==> src/verilog/pmwc_pkg.sv <==
// Operation
// Select code 111 switches to sub-clock
// Slow switch waits for chosen slow oscillator
// Codes 000-110 pick fast clock divisors
// Fast oscillator restarts, stable before use
// Halt, both keep-on low: sleep
// Halt, slow keep-on only: slow idle
// Halt, both keep-on high: both-clock idle
// Halt, fast keep-on only: fast idle
// Low power holds memory, registers, ports
// Halt sets power-down, clears timeout flag
// Low-power entry clears watchdog counter
// Wake on port edge, interrupt, overflow
// Power-down flag cleared by reset, clear-watchdog
// Overflow in low power: timeout, PC/SP reset
// Per-pin port wake enables, resume after halt
// Disabled or stack-full interrupt: resume, pending
// Enabled interrupt with room: serviced on wake
// Already-pending interrupt cannot wake
// Slow select: 0 internal, 1 external crystal
// Fast select: 0 internal, 1 external crystal
// Wake holds execution until clock stable
package pmwc_pkg;

  localparam logic [7:0] PMWC_OFS_CLKCTL = 8'h00;
  localparam logic [7:0] PMWC_OFS_WAKEEN = 8'h04;
  localparam logic [7:0] PMWC_OFS_STATUS = 8'h08;

  localparam logic [2:0] PMWC_SEL_SUB = 3'h7;
  localparam logic [7:0] PMWC_CLKCTL_RST = 8'h00;
  localparam logic [7:0] PMWC_CLKCTL_WMASK = 8'hEF;

  localparam int PMWC_ST_PDF = 0;
  localparam int PMWC_ST_TO = 1;
  localparam int PMWC_ST_STABLE = 2;
  localparam int PMWC_ST_STATE = 8;

  typedef struct packed {
    logic [2:0] sys_clk_select;
    logic rsv;
    logic fast_src_select;
    logic slow_src_select;
    logic fast_osc_keep_on;
    logic slow_osc_keep_on;
  } pmwc_clkctl_s;

  typedef struct packed {
    logic ext_slow_crystal;
    logic int_slow_osc;
    logic ext_fast_crystal;
    logic int_fast_osc;
  } pmwc_osc_s;

  typedef enum logic [8:0] {
    ST_FAST = 9'h001,
    ST_TO_SLOW = 9'h002,
    ST_SLOW = 9'h004,
    ST_TO_FAST = 9'h008,
    ST_SLEEP = 9'h010,
    ST_IDLE_SLOW = 9'h020,
    ST_IDLE_BOTH = 9'h040,
    ST_IDLE_FAST = 9'h080,
    ST_WAKE = 9'h100
  } pmwc_state_e;

endpackage

==> src/verilog/pmwc_ctrl.sv <==
`timescale 1ns/1ps
module pmwc_ctrl #(
  parameter int PA_W = 8,
  parameter int IRQ_W = 8
) (
  input wire logic pclk,
  input wire logic presetn,
  input wire logic psel,
  input wire logic penable,
  input wire logic pwrite,
  input wire logic [7:0] paddr,
  input wire logic [31:0] pwdata,
  output logic [31:0] prdata,
  output logic pready,
  output logic pslverr,
  input wire logic halt_exec,
  input wire logic clr_wdt_exec,
  input wire logic wdt_overflow,
  input wire logic [IRQ_W-1:0] irq_req,
  input wire logic [IRQ_W-1:0] irq_en,
  input wire logic stack_full,
  input wire logic [PA_W-1:0] porta_pin,
  input wire pmwc_pkg::pmwc_osc_s osc_stable_pin,
  output pmwc_pkg::pmwc_state_e mode,
  output logic [2:0] sys_clk_sel,
  output logic fast_src,
  output logic slow_src,
  output logic fast_osc_en,
  output logic sub_osc_en,
  output logic cpu_run,
  output logic io_hold,
  output logic wdt_clear,
  output logic powerdown_flag,
  output logic wdt_timeout_flag,
  output logic pc_sp_reset,
  output logic resume_next,
  output logic irq_service,
  output logic [IRQ_W-1:0] irq_service_vec
);
  import pmwc_pkg::*;

  initial begin
    if (PA_W < 1 || PA_W > 16 || IRQ_W < 1 || IRQ_W > 16) begin
      $error("pmwc_ctrl: PA_W and IRQ_W must lie in 1..16");
    end
  end

  ////////////////////////////////////////////////////////////////////////////
  pmwc_clkctl_s clkctl;
  logic [PA_W-1:0] porta_wake_enable;
  pmwc_state_e st;
  pmwc_state_e next_st;
  pmwc_osc_s osc_s1;
  pmwc_osc_s osc_s2;
  logic [PA_W-1:0] pa_s1;
  logic [PA_W-1:0] pa_s2;
  logic [PA_W-1:0] pa_prev;
  logic [IRQ_W-1:0] irq_armed;
  logic [IRQ_W-1:0] wake_irq_vec;
  logic wake_wdt;
  logic run_st;
  logic low_st;
  logic halt_take;
  logic slow_ok;
  logic fast_ok;
  logic need_ok;
  logic pa_wake;
  logic irq_wake;
  logic any_wake;
  logic wr_en;
  logic rd_setup;

  // Pick the stable flag of whichever source is selected
  function automatic logic src_stable(input logic sel_ext, input logic ext_ok,
                                      input logic int_ok);
    return sel_ext ? ext_ok : int_ok;
  endfunction

  assign run_st = (st == ST_FAST) || (st == ST_SLOW) || (st == ST_TO_SLOW) ||
                  (st == ST_TO_FAST);
  assign low_st = (st == ST_SLEEP) || (st == ST_IDLE_SLOW) || (st == ST_IDLE_BOTH) ||
                  (st == ST_IDLE_FAST);
  assign halt_take = halt_exec && run_st;
  assign slow_ok = src_stable(clkctl.slow_src_select, osc_s2.ext_slow_crystal,
                              osc_s2.int_slow_osc);
  assign fast_ok = src_stable(clkctl.fast_src_select, osc_s2.ext_fast_crystal,
                              osc_s2.int_fast_osc);
  assign need_ok = (sys_clk_sel == PMWC_SEL_SUB) ? slow_ok : fast_ok;

  ////////////////////////////////////////////////////////////////////////////
  // Pins and oscillator flags cross in from outside, two flops each
  always_ff @(posedge pclk or negedge presetn) begin
    if (!presetn) begin
      osc_s1 <= '0;
      osc_s2 <= '0;
      pa_s1 <= '1;
      pa_s2 <= '1;
      pa_prev <= '1;
    end else begin
      osc_s1 <= osc_stable_pin;
      osc_s2 <= osc_s1;
      pa_s1 <= porta_pin;
      pa_s2 <= pa_s1;
      pa_prev <= pa_s2;
    end
  end

  assign pa_wake = |(pa_prev & ~pa_s2 & porta_wake_enable);
  // Only requests that were clear at halt may wake
  assign irq_wake = |(irq_req & irq_armed);
  assign any_wake = pa_wake || irq_wake || wdt_overflow;

  ////////////////////////////////////////////////////////////////////////////
  // APB slave, zero wait states
  assign pready = 1'b1;
  assign wr_en = psel && penable && pwrite;
  assign rd_setup = psel && !penable && !pwrite;

  always_ff @(posedge pclk or negedge presetn) begin
    if (!presetn) begin
      clkctl <= PMWC_CLKCTL_RST;
      porta_wake_enable <= '0;
    end else if (wr_en) begin
      if (paddr == PMWC_OFS_CLKCTL) begin
        clkctl <= pwdata[7:0] & PMWC_CLKCTL_WMASK;
      end
      if (paddr == PMWC_OFS_WAKEEN) begin
        porta_wake_enable <= pwdata[PA_W-1:0];
      end
    end
  end

  always_ff @(posedge pclk or negedge presetn) begin
    if (!presetn) begin
      prdata <= 32'h0000_0000;
    end else if (rd_setup) begin
      prdata <= 32'h0000_0000;
      unique case (paddr)
        PMWC_OFS_CLKCTL: prdata[7:0] <= clkctl;
        PMWC_OFS_WAKEEN: prdata[PA_W-1:0] <= porta_wake_enable;
        PMWC_OFS_STATUS: begin
          prdata[PMWC_ST_PDF] <= powerdown_flag;
          prdata[PMWC_ST_TO] <= wdt_timeout_flag;
          prdata[PMWC_ST_STABLE +: 4] <= osc_s2;
          prdata[PMWC_ST_STATE +: 9] <= st;
        end
        default: prdata <= 32'h0000_0000;
      endcase
    end
  end

  // Unmapped addresses report an error; status is read-only
  always_comb begin
    pslverr = 1'b0;
    if (psel && penable) begin
      pslverr = !((paddr == PMWC_OFS_CLKCTL) || (paddr == PMWC_OFS_WAKEEN) ||
                  ((paddr == PMWC_OFS_STATUS) && !pwrite));
    end
  end

  ////////////////////////////////////////////////////////////////////////////
  // Mode sequencer
  always_comb begin
    next_st = st;
    unique case (st)
      ST_FAST: begin
        if (halt_take) begin
          next_st = ST_SLEEP;
        end else if (clkctl.sys_clk_select == PMWC_SEL_SUB) begin
          next_st = ST_TO_SLOW;
        end
      end
      ST_TO_SLOW: begin
        if (halt_take) begin
          next_st = ST_SLEEP;
        end else if (clkctl.sys_clk_select != PMWC_SEL_SUB) begin
          next_st = ST_FAST;
        end else if (slow_ok) begin
          next_st = ST_SLOW;
        end
      end
      ST_SLOW: begin
        if (halt_take) begin
          next_st = ST_SLEEP;
        end else if (clkctl.sys_clk_select != PMWC_SEL_SUB) begin
          next_st = ST_TO_FAST;
        end
      end
      ST_TO_FAST: begin
        if (halt_take) begin
          next_st = ST_SLEEP;
        end else if (clkctl.sys_clk_select == PMWC_SEL_SUB) begin
          next_st = ST_SLOW;
        end else if (fast_ok) begin
          next_st = ST_FAST;
        end
      end
      ST_SLEEP, ST_IDLE_SLOW, ST_IDLE_BOTH, ST_IDLE_FAST: begin
        if (any_wake) begin
          next_st = ST_WAKE;
        end
      end
      ST_WAKE: begin
        if (need_ok) begin
          next_st = (sys_clk_sel == PMWC_SEL_SUB) ? ST_SLOW : ST_FAST;
        end
      end
      default: next_st = ST_FAST;
    endcase
    if (halt_take) begin
      unique case ({clkctl.fast_osc_keep_on, clkctl.slow_osc_keep_on})
        2'b00: next_st = ST_SLEEP;
        2'b01: next_st = ST_IDLE_SLOW;
        2'b11: next_st = ST_IDLE_BOTH;
        2'b10: next_st = ST_IDLE_FAST;
      endcase
    end
  end

  always_ff @(posedge pclk or negedge presetn) begin
    if (!presetn) begin
      st <= ST_FAST;
    end else begin
      st <= next_st;
    end
  end

  // Applied clock code changes only once the new source is usable
  always_ff @(posedge pclk or negedge presetn) begin
    if (!presetn) begin
      sys_clk_sel <= 3'h0;
    end else if (st == ST_FAST && next_st == ST_FAST) begin
      sys_clk_sel <= clkctl.sys_clk_select;
    end else if (st == ST_TO_SLOW && next_st == ST_SLOW) begin
      sys_clk_sel <= PMWC_SEL_SUB;
    end else if (st == ST_TO_FAST && next_st == ST_FAST) begin
      sys_clk_sel <= clkctl.sys_clk_select;
    end
  end

  ////////////////////////////////////////////////////////////////////////////
  // Interrupt arming and wake cause capture
  always_ff @(posedge pclk or negedge presetn) begin
    if (!presetn) begin
      irq_armed <= '0;
      wake_irq_vec <= '0;
      wake_wdt <= 1'b0;
    end else begin
      if (halt_take) begin
        irq_armed <= ~irq_req;
        wake_irq_vec <= '0;
        wake_wdt <= 1'b0;
      end else if (low_st && any_wake) begin
        irq_armed <= '0;
        wake_irq_vec <= irq_req & irq_armed;
        wake_wdt <= wdt_overflow;
      end
    end
  end

  // Exit actions fire on the cycle execution restarts
  always_ff @(posedge pclk or negedge presetn) begin
    if (!presetn) begin
      pc_sp_reset <= 1'b0;
      resume_next <= 1'b0;
      irq_service <= 1'b0;
      irq_service_vec <= '0;
    end else begin
      pc_sp_reset <= 1'b0;
      resume_next <= 1'b0;
      irq_service <= 1'b0;
      irq_service_vec <= '0;
      if (st == ST_WAKE && need_ok) begin
        if (wake_wdt) begin
          pc_sp_reset <= 1'b1;
        end else if (|(wake_irq_vec & irq_en) && !stack_full) begin
          irq_service <= 1'b1;
          irq_service_vec <= wake_irq_vec & irq_en;
        end else begin
          resume_next <= 1'b1;
        end
      end
    end
  end

  ////////////////////////////////////////////////////////////////////////////
  // Power-down and timeout flags; set beats clear
  always_ff @(posedge pclk or negedge presetn) begin
    if (!presetn) begin
      powerdown_flag <= 1'b0;
    end else if (halt_take) begin
      powerdown_flag <= 1'b1;
    end else if (clr_wdt_exec && run_st) begin
      powerdown_flag <= 1'b0;
    end
  end

  always_ff @(posedge pclk or negedge presetn) begin
    if (!presetn) begin
      wdt_timeout_flag <= 1'b0;
    end else if (wdt_overflow) begin
      wdt_timeout_flag <= 1'b1;
    end else if (halt_take) begin
      wdt_timeout_flag <= 1'b0;
    end
  end

  always_ff @(posedge pclk or negedge presetn) begin
    if (!presetn) begin
      wdt_clear <= 1'b0;
    end else begin
      wdt_clear <= halt_take || (clr_wdt_exec && run_st);
    end
  end

  ////////////////////////////////////////////////////////////////////////////
  // Clock gating; internal slow oscillator for the watchdog is not ours
  assign mode = st;
  assign fast_src = clkctl.fast_src_select;
  assign slow_src = clkctl.slow_src_select;
  assign cpu_run = run_st;
  assign io_hold = !run_st;
  assign fast_osc_en = (st == ST_FAST) || (st == ST_TO_SLOW) || (st == ST_TO_FAST) ||
                       (st == ST_IDLE_BOTH) || (st == ST_IDLE_FAST) ||
                       ((st == ST_WAKE) && (sys_clk_sel != PMWC_SEL_SUB));
  assign sub_osc_en = (st == ST_SLOW) || (st == ST_TO_SLOW) || (st == ST_TO_FAST) ||
                      (st == ST_IDLE_SLOW) || (st == ST_IDLE_BOTH) ||
                      ((st == ST_WAKE) && (sys_clk_sel == PMWC_SEL_SUB));
endmodule

==> config.mk <==
export PLATFORM = sky130hd
export DESIGN_NAME = pmwc_ctrl
export DESIGN_NICKNAME = d
export VERILOG_FILES = /design/src/verilog/pmwc_pkg.sv /design/src/verilog/pmwc_ctrl.sv
export SDC_FILE = /design/constraint.sdc
export NUM_CORES = 1
export LEC_CHECK = 0
export BUFFER_PORTS_ARGS = -buffer_cell sky130_fd_sc_hd__buf_4
export CORE_MARGIN = 4
export CORE_UTILIZATION = 55
export DETAILED_ROUTE_END_ITERATION = 10
export HOLD_SLACK_MARGIN = 0.12
export PLACE_DENSITY = 0.85
export SKIP_CTS_REPAIR_TIMING = 1
export SLEW_MARGIN = 20
export SYNTH_ARGS = -nofsm -noshare
export SYNTH_HDL_FRONTEND = slang
export SYNTH_SLANG_ARGS = --single-unit
==> constraint.sdc <==
create_clock -name pclk -period 5.6 [get_ports pclk]
set_clock_uncertainty 0.2 [all_clocks]
set_input_delay 0.56 -clock pclk [delete_from_list [all_inputs] [get_ports pclk]]
set_output_delay 0.56 -clock pclk [all_outputs]
set_load 0.05 [all_outputs]
==> flow_summary.ini, run 1 <==
[floorplanning]
pin_count = 143
initial_utilization_pct = 56.64
fp.dieH_microns = 100.2
coreArea_sq_um = 8258
rows = 33
die-area_sq_um = 10040
die_w_microns = 100.2

[yosys]
async_reset_ff_share_pct = 100.0
synth.distinct_cells = 62
synthesis.area_sq_um = 4677
synth-seq-area-share_pct = 57.92
synth-main-ff-cell = dfrtp_1
syn_inst = 418
yosys_warnings = 0
synth-edff-count = 0
synth_area_per_cell_sq_um = 11.19
ys_ff_latch = 107

[final_layout]
fillers = 618
n_antenna_cell = 0
layout_common_cells = 104 x buf_4, 82 x dfrtp_1, 47 x nand2_1
area.sequential_sq_um = 2709
drive_gt1_share_pct = 32.95
multiInputGateArea_sq_um = 1777
fin_nets = 600
layout_commonest_cell = buf_4
area_delta_synth_final_pct = 23.06

[global_routing]
grt_max_degree = 83
grt_overflow_total = 0
grtUsageTotal_pct = 21.00
grt_pass1_vias = 3366
grt_pass1_wl_microns = 16590
antenna_found_initial = 0

[timing]
tns_ns = 0
slew_headroom_pct = 35.28
rsz0062_at_grt = no
post-route-min-period_ns = 3.310
drv_slew = 0
setup_violations = 0
fmax_mhz = 302.1
tightest_slew_ns = 0.9708
fin_crit_sh_pct = 59.11
hold_slack_ns = 0.1494
hold_violations = 0

[cts]
cts-root-buf = clkbuf_8
numCtsBuffers = 9
max-clock-path-buffers = 2
cts_tree = done
clk_latency_ns = 0.37
cts.sinks = 107
path_clk_slew_ns = 0.11
htree_num_levels = 3

[critical_path]
path_cells = nor4b_2, a211oi_1, nor2_4, inv_2, nand2_1, nand2_1, o211ai_1, buf_4
critPathCaptureType = output pin
cpMostUsedCell = nand2_1
slowest_delay_ns = 0.60
path_class = reg -> out
cp.required_ns = 4.84
ff2ff_path_depth = 6
r2r_slack_ns = 2.75
cp-start-kind = register
worstPathArrival_ns = 2.55
critical-path-slowest-cell = dfrtp_1
path_max_fanout = 12

[status]
status = complete, no violations

[drt]
ant_nets = 0
drt_first_pass_iters = 4
drc = 0
drt_iter0_markers = 135
via_count = 3482
totalWireLength_microns = 10420
wl_per_cell_microns = 16.46
via_per_inst = 5.501

[placement]
hpwl_microns = 7678
io_buffers = 102
place.gp.congestion = 0.9090

[power_and_ir_drop]
p_leak_nw = 2.750
peakVddDrop_v = 0.0001932
powerDensity_nw_per_um2 = 360.1

[job]
drv_cap = 0

[min_path]
min_path_type = in -> reg
min_path_cells = 2
==> cell usage after synthesis, types with 4 or more instances <==
cell type	n	area, sq um
a21oi_1	9	45.04
a22o_1	17	148.9
and3_1	6	37.54
buf_2	4	20.02
buf_4	17	127.6
clkbuf_1	12	45.04
dfrtp_1	82	2052
dfstp_2	25	656.9
inv_1	6	22.52
mux2_2	16	180.2
mux2i_1	10	100.1
nand2_1	47	176.4
nand2b_1	6	37.54
nand3_1	21	105.1
nand3b_1	4	30.03
nor2_1	26	97.59
nor2b_1	4	25.02
nor3_1	7	35.03
o21ai_0	35	175.2
==> path summary, 6_finish.rpt <==
path	startpoint	end
max in group asynchronous	presetn	clkctl[1]
min reg2reg	osc_s1[2]	osc_s2[2]
min in group asynchronous	presetn	resume_next
min	stack_full	irq_service_vec[6]
max reg2reg	mode[0]	mode[3]
max	mode[3]	sub_osc_en
==> cells by family (layout without fill, tap and decap cells) <==
family / Yosys count / in the layout / share of synthesized area [%]
mux: 26 / 26 / 5.993
flops: 107 / 107 / 57.92
buf+inv: 44 / 140 / 5.324
other cells: 2 / 16 / 0.1606
xor+xnor: 4 / 4 / 0.7492
compound gates: 88 / 88 / 13.08
simple gates: 147 / 147 / 16.77
==> critical path: cells and delay by family (launching register included) <==
| kind | cells | cell delay [ns] |
|---|---|---|
| buffers and inverters | 2 | 0.32 |
| AND/OR/NAND/NOR | 4 | 0.92 |
| flip-flops | 1 | 0.60 |
| AO/OA/AOI/OAI | 2 | 0.33 |
==> state kept, by name, summed over array words and instances (netlist names), 3 cells and up <==
register / count
sys_clk_sel: 3
osc_s2: 4
pa_prev: 8
osc_s1: 4
pa_s1: 8
irq_armed: 8
pa_s2: 8
irq_service_vec: 8
wake_irq_vec: 8
porta_wake_enable: 8
prdata: 17
clkctl: 5
mode: 9
==> area by class of cell <==
type / count / area share (%)
tap: 105 / 2.283
timing repair buffer: 117 / 15.83
clock buffer: 10 / 2.217
clock inverter: 6 / 1.283
multi-input combinational: 281 / 30.87
inverter: 7 / 0.4565
sequential: 107 / 47.07
==> power breakdown <==
| group | leakage [nW] | total [mW] | switching [mW] | internal (mW) |
|---|---|---|---|---|
| clock | 0.0950 | 0.478 | 0.266 | 0.212 |
| combinational | 1.29 | 0.659 | 0.435 | 0.224 |
| sequential | 1.37 | 0.935 | 0.0726 | 0.863 |
==> routing by layer <==
metal | wire length (microns) | vias up | part of all wire [%] | global-route usage (%)
met3 | 591 | 18 | 5.7 | 4.517
met5 | 0 | - | 0 | 0
met1 | 4269 | 1711 | 41 | 27.51
met2 | 5408 | 100 | 52 | 34.91
li1 | - | 1653 | - | -
met4 | 151 | 0 | 1.4 | 6.943
==> metrics by stage <==
step / std cells / instance area [sq um] / utilization [%] / power, mW / setup slack, ns
floorplan: 432 / 4730 / - / 1.430 / 2.056
global placement: 604 / 5419 / 65.62 / 1.586 / 2.676
detailed placement: 604 / 5419 / 65.62 / 1.602 / 2.624
CTS: 620 / 5620 / 68.06 / 2.078 / 2.283
global route: 633 / 5756 / 69.70 / 2.188 / 2.100
finish: 633 / 5756 / 69.70 / 2.073 / 2.290
No activity file was read; power rests on OpenSTA's default activity.
==> inputs of run 2 (changes only) <==
Settings changed: CORE_UTILIZATION 55 to 51, PLACE_DENSITY 0.85 to 0.79.
Clock period 5.6 ns to 3.13 ns, I/O delays scaled along.
==> flow_summary.ini, run 2 (synthesis results as in run 1) <==
[final_layout]
fillers = 614
post-route-util_pct = 69.35
multiInputGateArea_sq_um = 1785
n_antenna_cell = 0
drive_gt1_share_pct = 32.98
fin_nets = 633
layout_commonest_cell = buf_4
area_delta_synth_final_pct = 30.58
layoutNonFillerInstCount = 669
area.sequential_sq_um = 2715
top_register = prdata
layout_common_cells = 108 x buf_4, 77 x dfrtp_1, 47 x nand2_1
largest_register_ffs = 17

[timing]
tightest_slew_ns = 0.7153
drv_slew = 0
hold_slack_ns = 0.1131
post-route-min-period_ns = 2.970
fmax_mhz = 336.7
tns_ns = 0
slew_headroom_pct = 51.64
rsz0062_at_grt = no
setup_violations = 0
fin_crit_sh_pct = 94.88
hold_violations = 0

[cts]
numCtsBuffers = 9
clk_latency_ns = 0.36
cts_tree = done
path_clk_slew_ns = 0.11
max-clock-path-buffers = 2
htree_num_levels = 3
cts.sinks = 107
cts-root-buf = clkbuf_8

[drt]
via_per_inst = 5.462
drt_first_pass_iters = 4
totalWireLength_microns = 11250
drc = 0
drt_iter0_markers = 239
ant_nets = 0
via_count = 3654
wl_per_cell_microns = 16.82

[floorplanning]
pin_count = 143
fp.dieH_microns = 103.8
coreArea_sq_um = 8806
die_w_microns = 103.8
die-area_sq_um = 10770
rows = 34
initial_utilization_pct = 53.11

[power_and_ir_drop]
p_switching_mw = 1.451
powerDensity_nw_per_um2 = 617.0
p_clk_share_pct = 22.3
seqPwrFrac_pct = 44.5
p_leak_nw = 2.899
combPwrFrac_pct = 33.2
power.internal_mw = 2.317
peakVddDrop_v = 0.0003275
switching_share_pct = 38.51

[critical_path]
cp-start-kind = register
cp.required_ns = 2.62
cp_num_buf_inv = 2
slowest_delay_ns = 0.52
critPathCaptureType = output pin
path_class = reg -> out
path_cells = or2_4, or4_4, nor2_4, inv_4, nand2_1, nand2_1, o211ai_1, buf_4
path_max_fanout = 11
cpMostUsedCell = nand2_1
worstPathArrival_ns = 2.46
cp_top_family = simple AND/OR/NAND/NOR gates
critical-path-slowest-cell = or4_4

[global_routing]
grt_max_degree = 59
grt_overflow_total = 0
grt_pass1_vias = 3608
grt_pass1_wl_microns = 17740
grtUsageTotal_pct = 20.02
antenna_found_initial = 0

[placement]
place.gp.congestion = 0.8816
dpl.cell_count = 612
hpwl_microns = 7719
io_buffers = 102

[status]
status = complete, no violations

[min_path]
min_path_type = in -> reg

[job]
drv_cap = 0
-- run 2: cell count changes in the layout (fill, tap and decap cells not counted), sizes merged --
cell / change
inv: +2
dlygate4sd3: +28
bufinv: -1
clkinvlp: -1
buf: +5
-- run 2: stage by stage --
stage               power [mW]  cell area [sq um]  setup WS [ns]
detailed placement       2.893               5479         0.5028
CTS                      3.731               5680         0.1152
floorplan                2.565               4736       0.007986
global route             3.984               6107       0.006728
finish                   3.768               6107         0.1602
global placement         2.849               5479         0.6042
-- run 2: metal layers --
layer / global-route usage [%] / vias up / part of all wire [%]
met3: 3.918 / 22 / 4.8
li1: - / 1725 / -
met4: 6.743 / 0 / 2.2
met5: 0 / - / 0
met2: 33.41 / 113 / 51
met1: 26.40 / 1794 / 42
-- run 2: layout make-up --
cell class                 count  area share (%)
clock inverter                 6           1.045
tap                          108           2.213
timing repair buffer         150           20.32
multi-input combinational    281           29.24
sequential                   107           44.46
inverter                       7          0.4712
clock buffer                  10           2.254
-- run 2: worst paths after layout --
check | from | end | slack [ns] | cells past startpoint
max | mode[5] | sub_osc_en | 0.16 | 8
min | paddr[4] | prdata[4] | 0.11 | 4
max reg2reg | mode[5] | sys_clk_sel[1] | 0.49 | 5
min reg2reg | osc_s1[2] | osc_s2[2] | 0.16 | 0
max in group asynchronous | presetn | pa_prev[0] | 1.65 | 3
min in group asynchronous | presetn | prdata[10] | 0.30 | 2
-- run 2: power groups by stage --
stage	clock [mW]	combinational (mW)	sequential, mW
floorplan	0	0.792	1.77
global placement	0	1.17	1.68
detailed placement	0	1.20	1.69
CTS	0.861	1.20	1.67
global route	0.920	1.36	1.70
finish	0.841	1.25	1.68
-- run 2: worst reg2reg max path, delay by kind of cell (launching register included) --
| family | cells | cell delay, ns |
|---|---|---|
| flops | 1 | 0.50 |
| compound gates | 2 | 0.50 |
| simple gates | 3 | 1.33 |
